==> src/hw/hps_defines.vh <==
// constants of the parallel host port: host-side map, processor-side map, field positions, reset values
// Function
// host reads receive bytes only when full
// host writes transmit bytes only when empty
// transmit bytes move whole into receive word
// device drives all outgoing status bits itself
// status held stable during a host access
// host reads encoded flag pair twice
// host changes vector only with command clear
// cleared command may still be taken
// host never clears command and changes vector
// host-set bits synchronised bit by bit
`ifndef HPS_DEFINES_VH
`define HPS_DEFINES_VH

// host-side register addresses on the three address pins
`define HPS_HA_CTRL      3'h0
`define HPS_HA_CMD       3'h1
`define HPS_HA_STAT      3'h2
`define HPS_HA_FLAGS     3'h3
`define HPS_HA_HIGH      3'h5
`define HPS_HA_MID       3'h6
`define HPS_HA_LOW       3'h7

// host control byte
`define HPS_HC_RXREQ     0
`define HPS_HC_TXREQ     1
// host command byte
`define HPS_CMD_BIT      7
`define HPS_CMD_VEC_HI   4
`define HPS_CMD_VEC_LO   0
// host flags byte
`define HPS_HF_LOWER     0
`define HPS_HF_UPPER     1
`define HPS_HF_DMA       2

// processor-side Wishbone byte offsets
`define HPS_WB_STAT      8'h00
`define HPS_WB_CTRL      8'h04
`define HPS_WB_RXWORD    8'h08
`define HPS_WB_TXWORD    8'h0C
`define HPS_WB_CMD       8'h10
`define HPS_WB_INTSTAT   8'h14
`define HPS_WB_INTMASK   8'h18

// processor control word
`define HPS_PC_FLAGLOW   0
`define HPS_PC_FLAGUP    1
`define HPS_PC_CMDEN     2
// processor command register: write one to take the command
`define HPS_PCMD_TAKE    0

// interrupt events
`define HPS_EV_RXWORD    0
`define HPS_EV_TXEMPTY   1
`define HPS_EV_CMD       2
`define HPS_EV_COUNT     3

`define HPS_BYTE_ZERO    8'h00
`define HPS_WORD_ZERO    32'h00000000
`define HPS_VEC_ZERO     5'h00
`define HPS_ADDR_ZERO    3'h0
`define HPS_RXWORD_ZERO  24'h000000
`define HPS_PIN_RESET    13'h1000

`endif

==> src/hw/hps_sync3.v <==
// three-stage synchroniser; each bit updates when its second and third stages agree
`timescale 1ns/1ps
module hps_sync3 #(
  parameter WIDTH = 1,
  parameter [WIDTH-1:0] INIT = {WIDTH{1'b0}}
) (
  input  wire             mclk,
  input  wire             rstn,
  input  wire [WIDTH-1:0] din,
  output reg  [WIDTH-1:0] dout
);
  reg [WIDTH-1:0] stage1;
  reg [WIDTH-1:0] stage2;
  reg [WIDTH-1:0] stage3;
  wire [WIDTH-1:0] agree = ~(stage2 ^ stage3);

  always @(posedge mclk or negedge rstn) begin
    if (!rstn) begin
      stage1 <= INIT;
      stage2 <= INIT;
      stage3 <= INIT;
      dout   <= INIT;
    end else begin
      stage1 <= din;
      stage2 <= stage1;
      stage3 <= stage2;
      dout   <= (agree & stage3) | (~agree & dout);
    end
  end
endmodule // hps_sync3

==> src/hw/hps_irq.v <==
// sticky interrupt status with write-one-to-clear, mask and one level output
`timescale 1ns/1ps
module hps_irq #(
  parameter N = 3
) (
  input  wire         mclk,
  input  wire         rstn,
  input  wire [N-1:0] events,
  input  wire         clearWr,
  input  wire [N-1:0] clearBits,
  input  wire         maskWr,
  input  wire [N-1:0] maskData,
  output reg  [N-1:0] status,
  output reg  [N-1:0] mask,
  output reg          irq
);
  wire [N-1:0] cleared = clearWr ? (status & ~clearBits) : status;
  wire [N-1:0] next_status = cleared | events;

  always @(posedge mclk or negedge rstn) begin
    if (!rstn) begin
      status <= {N{1'b0}};
      mask   <= {N{1'b0}};
      irq    <= 1'b0;
    end else begin
      status <= next_status;
      if (maskWr)
        mask <= maskData;
      irq <= |(next_status & (maskWr ? maskData : mask));
    end
  end
endmodule // hps_irq

==> src/hw/hps_host_port.v <==
// parallel host port: asynchronous host pins on one side, Wishbone processor registers on the other
`timescale 1ns/1ps
`include "hps_defines.vh"
module hps_host_port (
  input  wire        mclk,
  input  wire        rstn,
  input  wire        hostEnN,
  input  wire        hostRw,
  input  wire [2:0]  hostAddr,
  input  wire [7:0]  hostDataIn,
  output reg  [7:0]  hostDataOut,
  output reg         hostDataOeN,
  output reg         serviceRequestN,
  input  wire        wb_cyc_i,
  input  wire        wb_stb_i,
  input  wire        wb_we_i,
  input  wire [7:0]  wb_adr_i,
  input  wire [3:0]  wb_sel_i,
  input  wire [31:0] wb_dat_i,
  output reg  [31:0] wb_dat_o,
  output reg         wb_ack_o,
  output wire        irq
);
  // byte-lane merge for processor reads
  function [31:0] laneMerge;
    input [31:0] old;
    input [31:0] nw;
    input [3:0]  sel;
    integer k;
    begin
      laneMerge = old;
      for (k = 0; k < 4; k = k + 1)
        if (sel[k])
          laneMerge[k*8 +: 8] = nw[k*8 +: 8];
    end
  endfunction

  // a strobe qualified by a match on the host register address
  function hostHit;
    input       strobe;
    input [2:0] addr;
    input [2:0] want;
    begin
      hostHit = strobe & (addr == want);
    end
  endfunction

  // a strobe qualified by a match on the processor word offset
  function wbHit;
    input       strobe;
    input [7:0] offset;
    input [7:0] want;
    begin
      wbHit = strobe & (offset == want);
    end
  endfunction

  // every host pin bit passes its own three-stage chain
  wire [12:0] pinSync;
  hps_sync3 #(.WIDTH(13), .INIT(`HPS_PIN_RESET)) uPinSync (
    .mclk (mclk),
    .rstn (rstn),
    .din  ({hostEnN, hostRw, hostAddr, hostDataIn}),
    .dout (pinSync)
  );

  wire       enActive = ~pinSync[12];
  wire       syncRw   = pinSync[11];
  wire [2:0] syncAddr = pinSync[10:8];
  wire [7:0] syncData = pinSync[7:0];

  // host access tracking
  reg        accActive;
  reg        accRw;
  reg  [2:0] accAddr;
  reg  [7:0] accData;
  wire       accStart = enActive & ~accActive;
  wire       accEnd   = ~enActive & accActive;
  wire       hostWr   = accEnd & ~accRw;
  wire       hostRd   = accEnd & accRw;

  // host-side state
  reg  [7:0] rcvByteHigh;
  reg  [7:0] rcvByteMid;
  reg  [7:0] rcvByteLow;
  reg        receiveFullFlag;
  reg  [7:0] xmtByteHigh;
  reg  [7:0] xmtByteMid;
  reg  [7:0] xmtByteLow;
  reg        transmitEmptyFlag;
  reg        commandRequestBit;
  reg  [4:0] commandVectorField;
  reg        hostFlagLower;
  reg        hostFlagUpper;
  reg        dmaMode;
  reg        rxReqEn;
  reg        txReqEn;

  // processor-side state
  reg [23:0] dspSideReceiveWord;
  reg        dspReceiveFullFlag;
  reg        dspFlagLower;
  reg        dspFlagUpper;
  reg        commandEnable;
  reg        commandPendingFlag;
  reg        commandPendingLast;

  wire dspTransmitEmptyFlag = ~receiveFullFlag;
  wire transmitterReadyFlag = transmitEmptyFlag & ~dspReceiveFullFlag;
  wire requestActive = (receiveFullFlag & rxReqEn) | (transmitEmptyFlag & txReqEn);

  // Wishbone decode
  wire       wbReq = wb_cyc_i & wb_stb_i & ~wb_ack_o;
  wire       wbWr  = wbReq & wb_we_i;
  wire       wbRd  = wbReq & ~wb_we_i;
  wire [7:0] wbOff = {wb_adr_i[7:2], 2'b00};

  wire wrCtrl    = wbHit(wbWr, wbOff, `HPS_WB_CTRL);
  wire wrTxWord  = wbHit(wbWr, wbOff, `HPS_WB_TXWORD);
  wire wrCmd     = wbHit(wbWr, wbOff, `HPS_WB_CMD);
  wire wrIntStat = wbHit(wbWr, wbOff, `HPS_WB_INTSTAT);
  wire wrIntMask = wbHit(wbWr, wbOff, `HPS_WB_INTMASK);
  wire rdRxWord  = wbHit(wbRd, wbOff, `HPS_WB_RXWORD);

  // transmit bytes move into the processor receive word once it is free
  wire moveWord = ~transmitEmptyFlag & ~dspReceiveFullFlag;
  wire rxCleared = hostHit(hostRd, accAddr, `HPS_HA_LOW) & receiveFullFlag;

  wire [`HPS_EV_COUNT-1:0] irqStatus;
  wire [`HPS_EV_COUNT-1:0] irqMask;
  wire [`HPS_EV_COUNT-1:0] irqEvents;
  assign irqEvents[`HPS_EV_RXWORD]  = moveWord;
  assign irqEvents[`HPS_EV_TXEMPTY] = rxCleared;
  assign irqEvents[`HPS_EV_CMD]     = commandPendingFlag & ~commandPendingLast;

  hps_irq #(.N(`HPS_EV_COUNT)) uIrq (
    .mclk      (mclk),
    .rstn      (rstn),
    .events    (irqEvents),
    .clearWr   (wrIntStat & wb_sel_i[0]),
    .clearBits (wb_dat_i[`HPS_EV_COUNT-1:0]),
    .maskWr    (wrIntMask & wb_sel_i[0]),
    .maskData  (wb_dat_i[`HPS_EV_COUNT-1:0]),
    .status    (irqStatus),
    .mask      (irqMask),
    .irq       (irq)
  );

  // host read data, chosen from the address seen when the strobe was taken
  reg [7:0] hostReadMux;
  always @* begin
    case (syncAddr)
      `HPS_HA_CTRL:  hostReadMux = {6'h00, txReqEn, rxReqEn};
      `HPS_HA_CMD:   hostReadMux = {commandRequestBit, 2'h0, commandVectorField};
      `HPS_HA_STAT:  hostReadMux = {commandRequestBit, requestActive, dmaMode, dspFlagUpper, dspFlagLower,
                                   transmitterReadyFlag, transmitEmptyFlag, receiveFullFlag};
      `HPS_HA_FLAGS: hostReadMux = {5'h00, dmaMode, hostFlagUpper, hostFlagLower};
      `HPS_HA_HIGH:  hostReadMux = rcvByteHigh;
      `HPS_HA_MID:   hostReadMux = rcvByteMid;
      `HPS_HA_LOW:   hostReadMux = rcvByteLow;
      default:       hostReadMux = `HPS_BYTE_ZERO;
    endcase
  end

  // host access: read data is captured once at the strobe and held to its end
  always @(posedge mclk or negedge rstn) begin
    if (!rstn) begin
      accActive   <= 1'b0;
      accRw       <= 1'b1;
      accAddr     <= `HPS_ADDR_ZERO;
      accData     <= `HPS_BYTE_ZERO;
      hostDataOut <= `HPS_BYTE_ZERO;
      hostDataOeN <= 1'b1;
    end else begin
      accActive <= enActive;
      if (enActive) begin
        accRw   <= syncRw;
        accAddr <= syncAddr;
        accData <= syncData;
      end
      if (accStart) begin
        hostDataOut <= hostReadMux;
        hostDataOeN <= ~syncRw;
      end else if (accEnd) begin
        hostDataOeN <= 1'b1;
      end
    end
  end

  // host-written registers, committed when the strobe is released
  always @(posedge mclk or negedge rstn) begin
    if (!rstn) begin
      xmtByteHigh        <= `HPS_BYTE_ZERO;
      xmtByteMid         <= `HPS_BYTE_ZERO;
      xmtByteLow         <= `HPS_BYTE_ZERO;
      transmitEmptyFlag  <= 1'b1;
      commandRequestBit  <= 1'b0;
      commandVectorField <= `HPS_VEC_ZERO;
      hostFlagLower      <= 1'b0;
      hostFlagUpper      <= 1'b0;
      dmaMode            <= 1'b0;
      rxReqEn            <= 1'b0;
      txReqEn            <= 1'b0;
    end else begin
      // a full transmit word is not broken up by early host writes
      if (hostWr & transmitEmptyFlag) begin
        case (accAddr)
          `HPS_HA_HIGH: xmtByteHigh <= accData;
          `HPS_HA_MID:  xmtByteMid  <= accData;
          `HPS_HA_LOW:  xmtByteLow  <= accData;
          default:      xmtByteLow  <= xmtByteLow;
        endcase
      end
      if (moveWord)
        transmitEmptyFlag <= 1'b1;
      else if (hostHit(hostWr, accAddr, `HPS_HA_LOW) & transmitEmptyFlag)
        transmitEmptyFlag <= 1'b0;
      if (hostHit(hostWr, accAddr, `HPS_HA_CMD)) begin
        commandRequestBit  <= accData[`HPS_CMD_BIT];
        commandVectorField <= accData[`HPS_CMD_VEC_HI:`HPS_CMD_VEC_LO];
      end else if (wrCmd & wb_sel_i[0] & wb_dat_i[`HPS_PCMD_TAKE]) begin
        commandRequestBit <= 1'b0;
      end
      if (hostHit(hostWr, accAddr, `HPS_HA_FLAGS)) begin
        hostFlagLower <= accData[`HPS_HF_LOWER];
        hostFlagUpper <= accData[`HPS_HF_UPPER];
        dmaMode       <= accData[`HPS_HF_DMA];
      end
      if (hostHit(hostWr, accAddr, `HPS_HA_CTRL)) begin
        rxReqEn <= accData[`HPS_HC_RXREQ];
        txReqEn <= accData[`HPS_HC_TXREQ];
      end
    end
  end

  // data paths between the two sides and processor-driven flags
  always @(posedge mclk or negedge rstn) begin
    if (!rstn) begin
      rcvByteHigh        <= `HPS_BYTE_ZERO;
      rcvByteMid         <= `HPS_BYTE_ZERO;
      rcvByteLow         <= `HPS_BYTE_ZERO;
      receiveFullFlag    <= 1'b0;
      dspSideReceiveWord <= `HPS_RXWORD_ZERO;
      dspReceiveFullFlag <= 1'b0;
      dspFlagLower       <= 1'b0;
      dspFlagUpper       <= 1'b0;
      commandEnable      <= 1'b0;
      commandPendingFlag <= 1'b0;
      commandPendingLast <= 1'b0;
      serviceRequestN    <= 1'b1;
    end else begin
      if (moveWord) begin
        dspSideReceiveWord <= {xmtByteHigh, xmtByteMid, xmtByteLow};
        dspReceiveFullFlag <= 1'b1;
      end else if (rdRxWord) begin
        dspReceiveFullFlag <= 1'b0;
      end
      if (wrTxWord & dspTransmitEmptyFlag) begin
        rcvByteHigh     <= wb_sel_i[2] ? wb_dat_i[23:16] : rcvByteHigh;
        rcvByteMid      <= wb_sel_i[1] ? wb_dat_i[15:8]  : rcvByteMid;
        rcvByteLow      <= wb_sel_i[0] ? wb_dat_i[7:0]   : rcvByteLow;
        receiveFullFlag <= 1'b1;
      end else if (rxCleared) begin
        receiveFullFlag <= 1'b0;
      end
      if (wrCtrl & wb_sel_i[0]) begin
        dspFlagLower  <= wb_dat_i[`HPS_PC_FLAGLOW];
        dspFlagUpper  <= wb_dat_i[`HPS_PC_FLAGUP];
        commandEnable <= wb_dat_i[`HPS_PC_CMDEN];
      end
      // one register stage: a command withdrawn late may still be seen
      commandPendingFlag <= commandRequestBit & commandEnable;
      commandPendingLast <= commandPendingFlag;
      serviceRequestN    <= ~requestActive;
    end
  end

  // processor-side read mux
  reg [31:0] wbReadMux;
  always @* begin
    case (wbOff)
      `HPS_WB_STAT:    wbReadMux = {26'h0000000, dmaMode, hostFlagUpper, hostFlagLower,
                                    commandPendingFlag, dspTransmitEmptyFlag, dspReceiveFullFlag};
      `HPS_WB_CTRL:    wbReadMux = {29'h00000000, commandEnable, dspFlagUpper, dspFlagLower};
      `HPS_WB_RXWORD:  wbReadMux = {8'h00, dspSideReceiveWord};
      `HPS_WB_CMD:     wbReadMux = {27'h0000000, commandVectorField};
      `HPS_WB_INTSTAT: wbReadMux = {29'h00000000, irqStatus};
      `HPS_WB_INTMASK: wbReadMux = {29'h00000000, irqMask};
      default:         wbReadMux = `HPS_WORD_ZERO;
    endcase
  end

  // Wishbone answer one cycle after the request appears
  always @(posedge mclk or negedge rstn) begin
    if (!rstn) begin
      wb_ack_o <= 1'b0;
      wb_dat_o <= `HPS_WORD_ZERO;
    end else begin
      wb_ack_o <= wbReq;
      if (wbRd)
        wb_dat_o <= laneMerge(`HPS_WORD_ZERO, wbReadMux, wb_sel_i);
    end
  end
endmodule // hps_host_port

==> config.mk <==
export PLATFORM = sky130hd
export DESIGN_NAME = hps_host_port
export DESIGN_NICKNAME = d
export VERILOG_FILES = /design/src/hw/hps_sync3.v /design/src/hw/hps_irq.v /design/src/hw/hps_host_port.v
export VERILOG_INCLUDE_DIRS = /design/src /design/src/hw
export SDC_FILE = /design/constraint.sdc
export NUM_CORES = 1
export LEC_CHECK = 0
export ABC_AREA = 1
export ABC_CLOCK_PERIOD_IN_PS = 2080
export BUFFER_PORTS_ARGS = -buffer_cell sky130_fd_sc_hd__buf_2
export CORE_UTILIZATION = 58
export CTS_BUF_LIST = sky130_fd_sc_hd__clkbuf_8
export CTS_CLUSTER_DIAMETER = 100
export CTS_CLUSTER_SIZE = 20
export DETAILED_ROUTE_END_ITERATION = 12
export MAX_ROUTING_LAYER = met4
export PLACE_DENSITY = 0.81
export SLEW_MARGIN = 20
export SYNTH_ARGS = -nofsm -noshare
export SYNTH_HDL_FRONTEND = slang
export SYNTH_HIERARCHICAL = 1
export SYNTH_SLANG_ARGS = --single-unit
export TNS_END_PERCENT = 10
==> constraint.sdc <==
create_clock -name mclk -period 2.08 [get_ports mclk]
set_input_delay 0.312 -clock mclk [delete_from_list [all_inputs] [get_ports mclk]]
set_output_delay 0.312 -clock mclk [all_outputs]
set_load 0.01 [all_outputs]
Word-level counts from Yosys, hierarchy flattened

Cells that the tools add are included.

Reductions and logical operators: 15
$lt $le $gt $ge: 0
Multipliers: 0
Equality and inequality tests: 17
Add/subtract/negate cells: 0
Muxes and demuxes: 17
Bitwise gates (word level): 56
Shift-type cells: 0
Div/mod/pow operators: 0

Operator list:

| kind                                                            | number |
|---|---|
| 24-bit case mux with 6 select lines                             | 1 |
| 8-bit case mux with 7 select lines                              | 1 |
| 1-bit bitwise AND                                               | 34 |
| 13-bit bitwise AND                                              | 2 |
| 13-bit inverter                                                 | 2 |
| 8-bit two-way mux                                               | 3 |
| 3-bit == test, second input constant                            | 6 |
| 6-bit by 3-bit == test with 1-bit output, second input constant | 3 |
| 13-bit OR                                                       | 1 |
| 13-bit bitwise XOR                                              | 1 |
| 6-bit by 2-bit == test with 1-bit output, second input constant | 2 |
| 2-bit AND reduction                                             | 6 |
| 1-bit inverter                                                  | 11 |
| 1-bit two-way mux                                               | 10 |
| 2-bit nonzero test                                              | 5 |
| 3-bit by 2-bit == test with 1-bit output, second input constant | 3 |
| 8-bit zero test                                                 | 1 |
| 3-bit bitwise AND                                               | 2 |
| 3-bit by 1-bit == test with 1-bit output, second input constant | 2 |
| 6-bit by 1-bit == test with 1-bit output, second input constant | 1 |
| 3-bit zero test                                                 | 2 |
| 3-bit two-way mux                                               | 2 |
| 3-bit inverter                                                  | 1 |
| 3-bit OR                                                        | 1 |
| other kinds (2)                                                 | 2 |

Memory bits (writable): 0
Output and inout bits: 44
Flip-flop bits (word level): 206
Memories kept: 0
Memory bits (read-only): 0
Logic and storage cells: 143
Input bits: 62
Latch bits: 0

Longest topological paths before layout

Word-level depth: 9
Depth in mapped cells: 11

Hierarchy

Netlist, hierarchy kept.

Modules (own cells, without submodules):

| module        | area an instance (sq um) | times used | cells each | sequential area each (sq um) |
|---|---|---|---|---|
| hps_host_port | 6331.1                   | 1          | 730        | 3483.3 |
| hps_sync3     | 1517.7                   | 1          | 104        | 1306.3 |
| hps_irq       | 289.0                    | 1          | 33         | 175.2 |

Worst setup path after synthesis

OpenSTA, ideal clock, no wires.

Path type: register to register
From: register (tool-made name)
To: register hostDataOeN
Library setup time: 0.082 ns
Setup slack: 0.162 ns
Required time: 1.998 ns
Cell stages (with the launch flop): 9
Arrival time: 1.836 ns
Clock period less this slack: 1.918 ns
Cell sequence: dfstp_2 > clkbuf_1 > inv_1 > buf_1 > ha_1 > clkbuf_1 > clkinv_1 > nor3_1 > a21oi_1

RTL lines:

| what                 | line                | source |
|---|---|---|
| to (signal assigned) | hps_host_port.v:183 | `hostDataOeN <= ~syncRw;` |
| to (decl)            | hps_host_port.v:12  | `output reg hostDataOeN,` |

Worst setup path after layout

From: register transmitEmptyFlag
To: register dspSideReceiveWord[0]

Longest elaborated chain between the ends: 2

RTL lines:

| what                   | line                | source |
|---|---|---|
| from (decl)            | hps_host_port.v:90  | `reg transmitEmptyFlag;` |
| from (signal assigned) | hps_host_port.v:196 | `transmitEmptyFlag <= 1'b1;` |
| from (signal assigned) | hps_host_port.v:215 | `transmitEmptyFlag <= 1'b1;` |
| from (signal assigned) | hps_host_port.v:217 | `transmitEmptyFlag <= 1'b0;` |
| 1-bit inverter         | hps_host_port.v:126 | `wire moveWord = ~transmitEmptyFlag & ~dspReceiveFullFlag;` |
| 1-bit bitwise AND      | hps_host_port.v:126 |  |
| to (signal assigned)   | hps_host_port.v:243 | `` dspSideReceiveWord <= `HPS_RXWORD_ZERO; `` |
| to (signal assigned)   | hps_host_port.v:253 | `dspSideReceiveWord <= {xmtByteHigh, xmtByteMid, xmtByteLow};` |
| to (decl)              | hps_host_port.v:100 | `reg [23:0] dspSideReceiveWord;` |

No other way between the ends.
A chain may end at the register's enable or synchronous reset.

==> flow_summary.toml <==
[floorplan]
coreArea_sq_um = 13500
num_io_pins = 106
start_util_pct = 60.5
fp.dieArea_sq_um = 14500
die_h_microns = 120
rows = 42
fp.dieW_microns = 120

[placement]
place_hpwl_microns = 11500
routabilityCongestion = 0.852
port_buffers = 86

[timing]
setup_tns_ns = 0
slew_violations = 0
period_needed_ns = 1.88
rsz0062_at_grt = "false"
relSlewSlack_pct = 30.5
skew_ns = 0.0103
hold_viol_final = 0
worstMarginPinSlew_ns = 1.04
fmax_mhz = 531
period_share_pct = 90.5
finalSetupViolations = 0
fin_hold_ws_ns = 0.0750

[pwr]
total_power_mw = 8.25
vdd_drop_max_mv = 0.437
cellLeakagePower_nw = 4.98
power.density_nw_per_um2 = 885

[cts]
htree_num_levels = 4
clkSinkCount = 198
cts_buffers = 17
clk_latency_ns = 0.47
clk_path_buf_depth = 2
clk_pin_slew_ns = 0.10
cts_tree = "done"
root_buffer = "clkbuf_8"

[critical_path]
critPathMaxFanout = 27
arrival_ns = 2.23
worstPathRequired_ns = 2.43
reg2regPathDepth = 5
critPathCaptureType = "flip-flop"
path_class = "flip-flop to flip-flop"
cp-start-kind = "flip-flop"

[drt]
firstDrtPassIters = 5
wl_microns = 16100
vias = 5895
avgViaCountPerCell = 5.06
drtIter0Drc = 505
antenna_left = 0
wl_per_cell_microns = 13.8
drcViolationCount = 0

[min_path]
min_path_type = "input pin to flip-flop"
hold_depth = 3

[run_status]
status = "finished, final reports clean"

[yosys]
synth_seq_cells = 198
post-synth-top-count-cell = "nand2_1"
synthArstFlopShare_pct = 100
synth_edf_count = 0
synth_top_cell_area_share_pct = 58.4
synth_ff_type = "dfrtp_1"
syn_area_sq_um = 8140
postSynthAreaPerCell_sq_um = 9.39
yosys.cell_types.count = 36
yosys.area.top_type = "dfrtp_1"
ys_seq_area_share_pct = 61.0
yosys-top-cells-area = "dfrtp_1, nand2_1, inv_1"
synth_cells = 867
synth_warnings = 6
ys_top_cells_by_count = "nand2_1, dfrtp_1, inv_1"

[final_layout]
insertedDiodeCount = 0
utilization_pct = 69.3
nets = 1041
syn_to_final_growth_pct = 14.5
drive_above_1_share_pct = 20.6
nFillCells = 1070

[global_routing]
grt_usage_pct = 25.5
grt_antenna_before_repair = 0
grt_max_degree = 68
grt_pass1_vias = 5738
grt_pass1_wl_microns = 27500
grt-ovfl-total = 0

[job]
maxCapViolations = 0
-- state kept, by name, indices dropped and copies added, names as in the netlist, 13 cells and up, named ones only --
name / cells
uPinSync/stage3: 13
wb_dat_o: 24
uPinSync/stage1: 13
dspSideReceiveWord: 24
uPinSync/stage2: 13
-- cell families after synthesis --
group / Yosys count / share of synthesized area (%)
AND/OR/NAND/NOR: 430 / 23.7
flip-flops: 198 / 61.0
buffers and inverters: 126 / 6.93
AO/OA/AOI/OAI: 110 / 7.98
adder cells (fa/ha/maj): 2 / 0.307
other: 1 / 0.0461
-- per-stage QoR --
| stage | instances | setup WS [ns] | area, sq um |
|---|---|---|---|
| after floorplan | 874 | 0.162 | 8160 |
| after global placement | 1120 | 0.275 | 8740 |
| after detailed placement | 1120 | 0.206 | 8740 |
| after CTS | 1166 | 0.185 | 9320 |
| after global routing | 1166 | 0.0382 | 9320 |
| final | 1166 | 0.198 | 9320 |
-- cells in the final DEF (no fill, tap or decap) --
| cell | instances |
|---|---|
| nand2_4 | 2 |
| inv_2 | 3 |
| clkinv_4 | 2 |
| nand3_1 | 32 |
| inv_8 | 2 |
| nor2_1 | 52 |
| dlygate4sd3_1 | 14 |
| nor2_2 | 5 |
| clkbuf_8 | 19 |
| a21oi_1 | 23 |
| nand2_2 | 10 |
| o21ai_2 | 24 |
| nor4_1 | 1 |
| dfstp_2 | 8 |
| nor2_4 | 5 |
| buf_2 | 85 |
| nand4_1 | 10 |
| inv_4 | 1 |
| clkinv_1 | 1 |
| bufinv_16 | 3 |
| o22ai_1 | 1 |
| nor3_1 | 2 |
| conb_1 | 8 |
| o21ai_0 | 55 |
| a21boi_0 | 1 |
| o21ai_1 | 4 |
| buf_12 | 2 |
| clkinvlp_4 | 3 |
| nand3_4 | 3 |
| nand3_2 | 11 |
| dfrtp_1 | 190 |
| inv_1 | 94 |
| o211ai_1 | 1 |
| nor2_8 | 3 |
| o21a_1 | 1 |
| nand2_1 | 294 |
| buf_4 | 9 |
| ha_1 | 2 |
| inv_6 | 4 |
-- per-layer routing --
layer	track usage [%]	routed length [microns]	vias to the layer above
met3	5.09	724	23
met5	-	0	-
met2	39.3	7710	148
met4	8.95	306	0
li1	-	-	2918
met1	34.1	7410	2806
-- power breakdown --
part           leakage, nW  total, mW  switching, mW  internal (mW)
registers             2.56       4.63          0.324           4.31
logic                 2.20      0.990          0.645          0.345
clock network        0.211       2.63           1.37           1.26
-- worst max-delay path, stage by stage (launching register included) --
cell and delay [ns]:
dfstp_2 0.42, nor2_2 0.81, inv_1 0.11, buf_4 0.26, nand2_1 0.09, o21ai_0 0.07
-- final cells by class --
cell class                 instances  area (sq um)  share of cell area [%]
clock inverter                    14           188                    2.01
timing repair buffer             111           687                    7.37
multi-input combinational        550          2640                    28.3
inverter                          99           374                    4.01
tap                              176           220                    2.36
sequential                       198          4960                    53.3
clock buffer                      18           248                    2.66
-- repair_timing --
item | in CTS | in global routing
gates resized for setup | 0 | 1
endpoints found under the setup margin | 0 | 7
buffers inserted | 0 | 0
hold buffers | 14 | 0
endpoints found under the hold margin | 74 | 0
-- path summary, 6_finish.rpt --
check / startpoint / endpoint / slack [ns]
min: wb_dat_i[14] / rcvByteMid[6] / 0.08
max in group asynchronous: rstn / accRw / 0.96
min reg2reg: uPinSync/stage1[2] / uPinSync/stage2[2] / 0.36
max: transmitEmptyFlag / dspSideReceiveWord[0] / 0.20
min in group asynchronous: rstn / uPinSync/stage1[9] / 0.39
max reg2reg: transmitEmptyFlag / dspSideReceiveWord[0] / 0.20
Note: power is estimated with default switching activity, not from simulation.
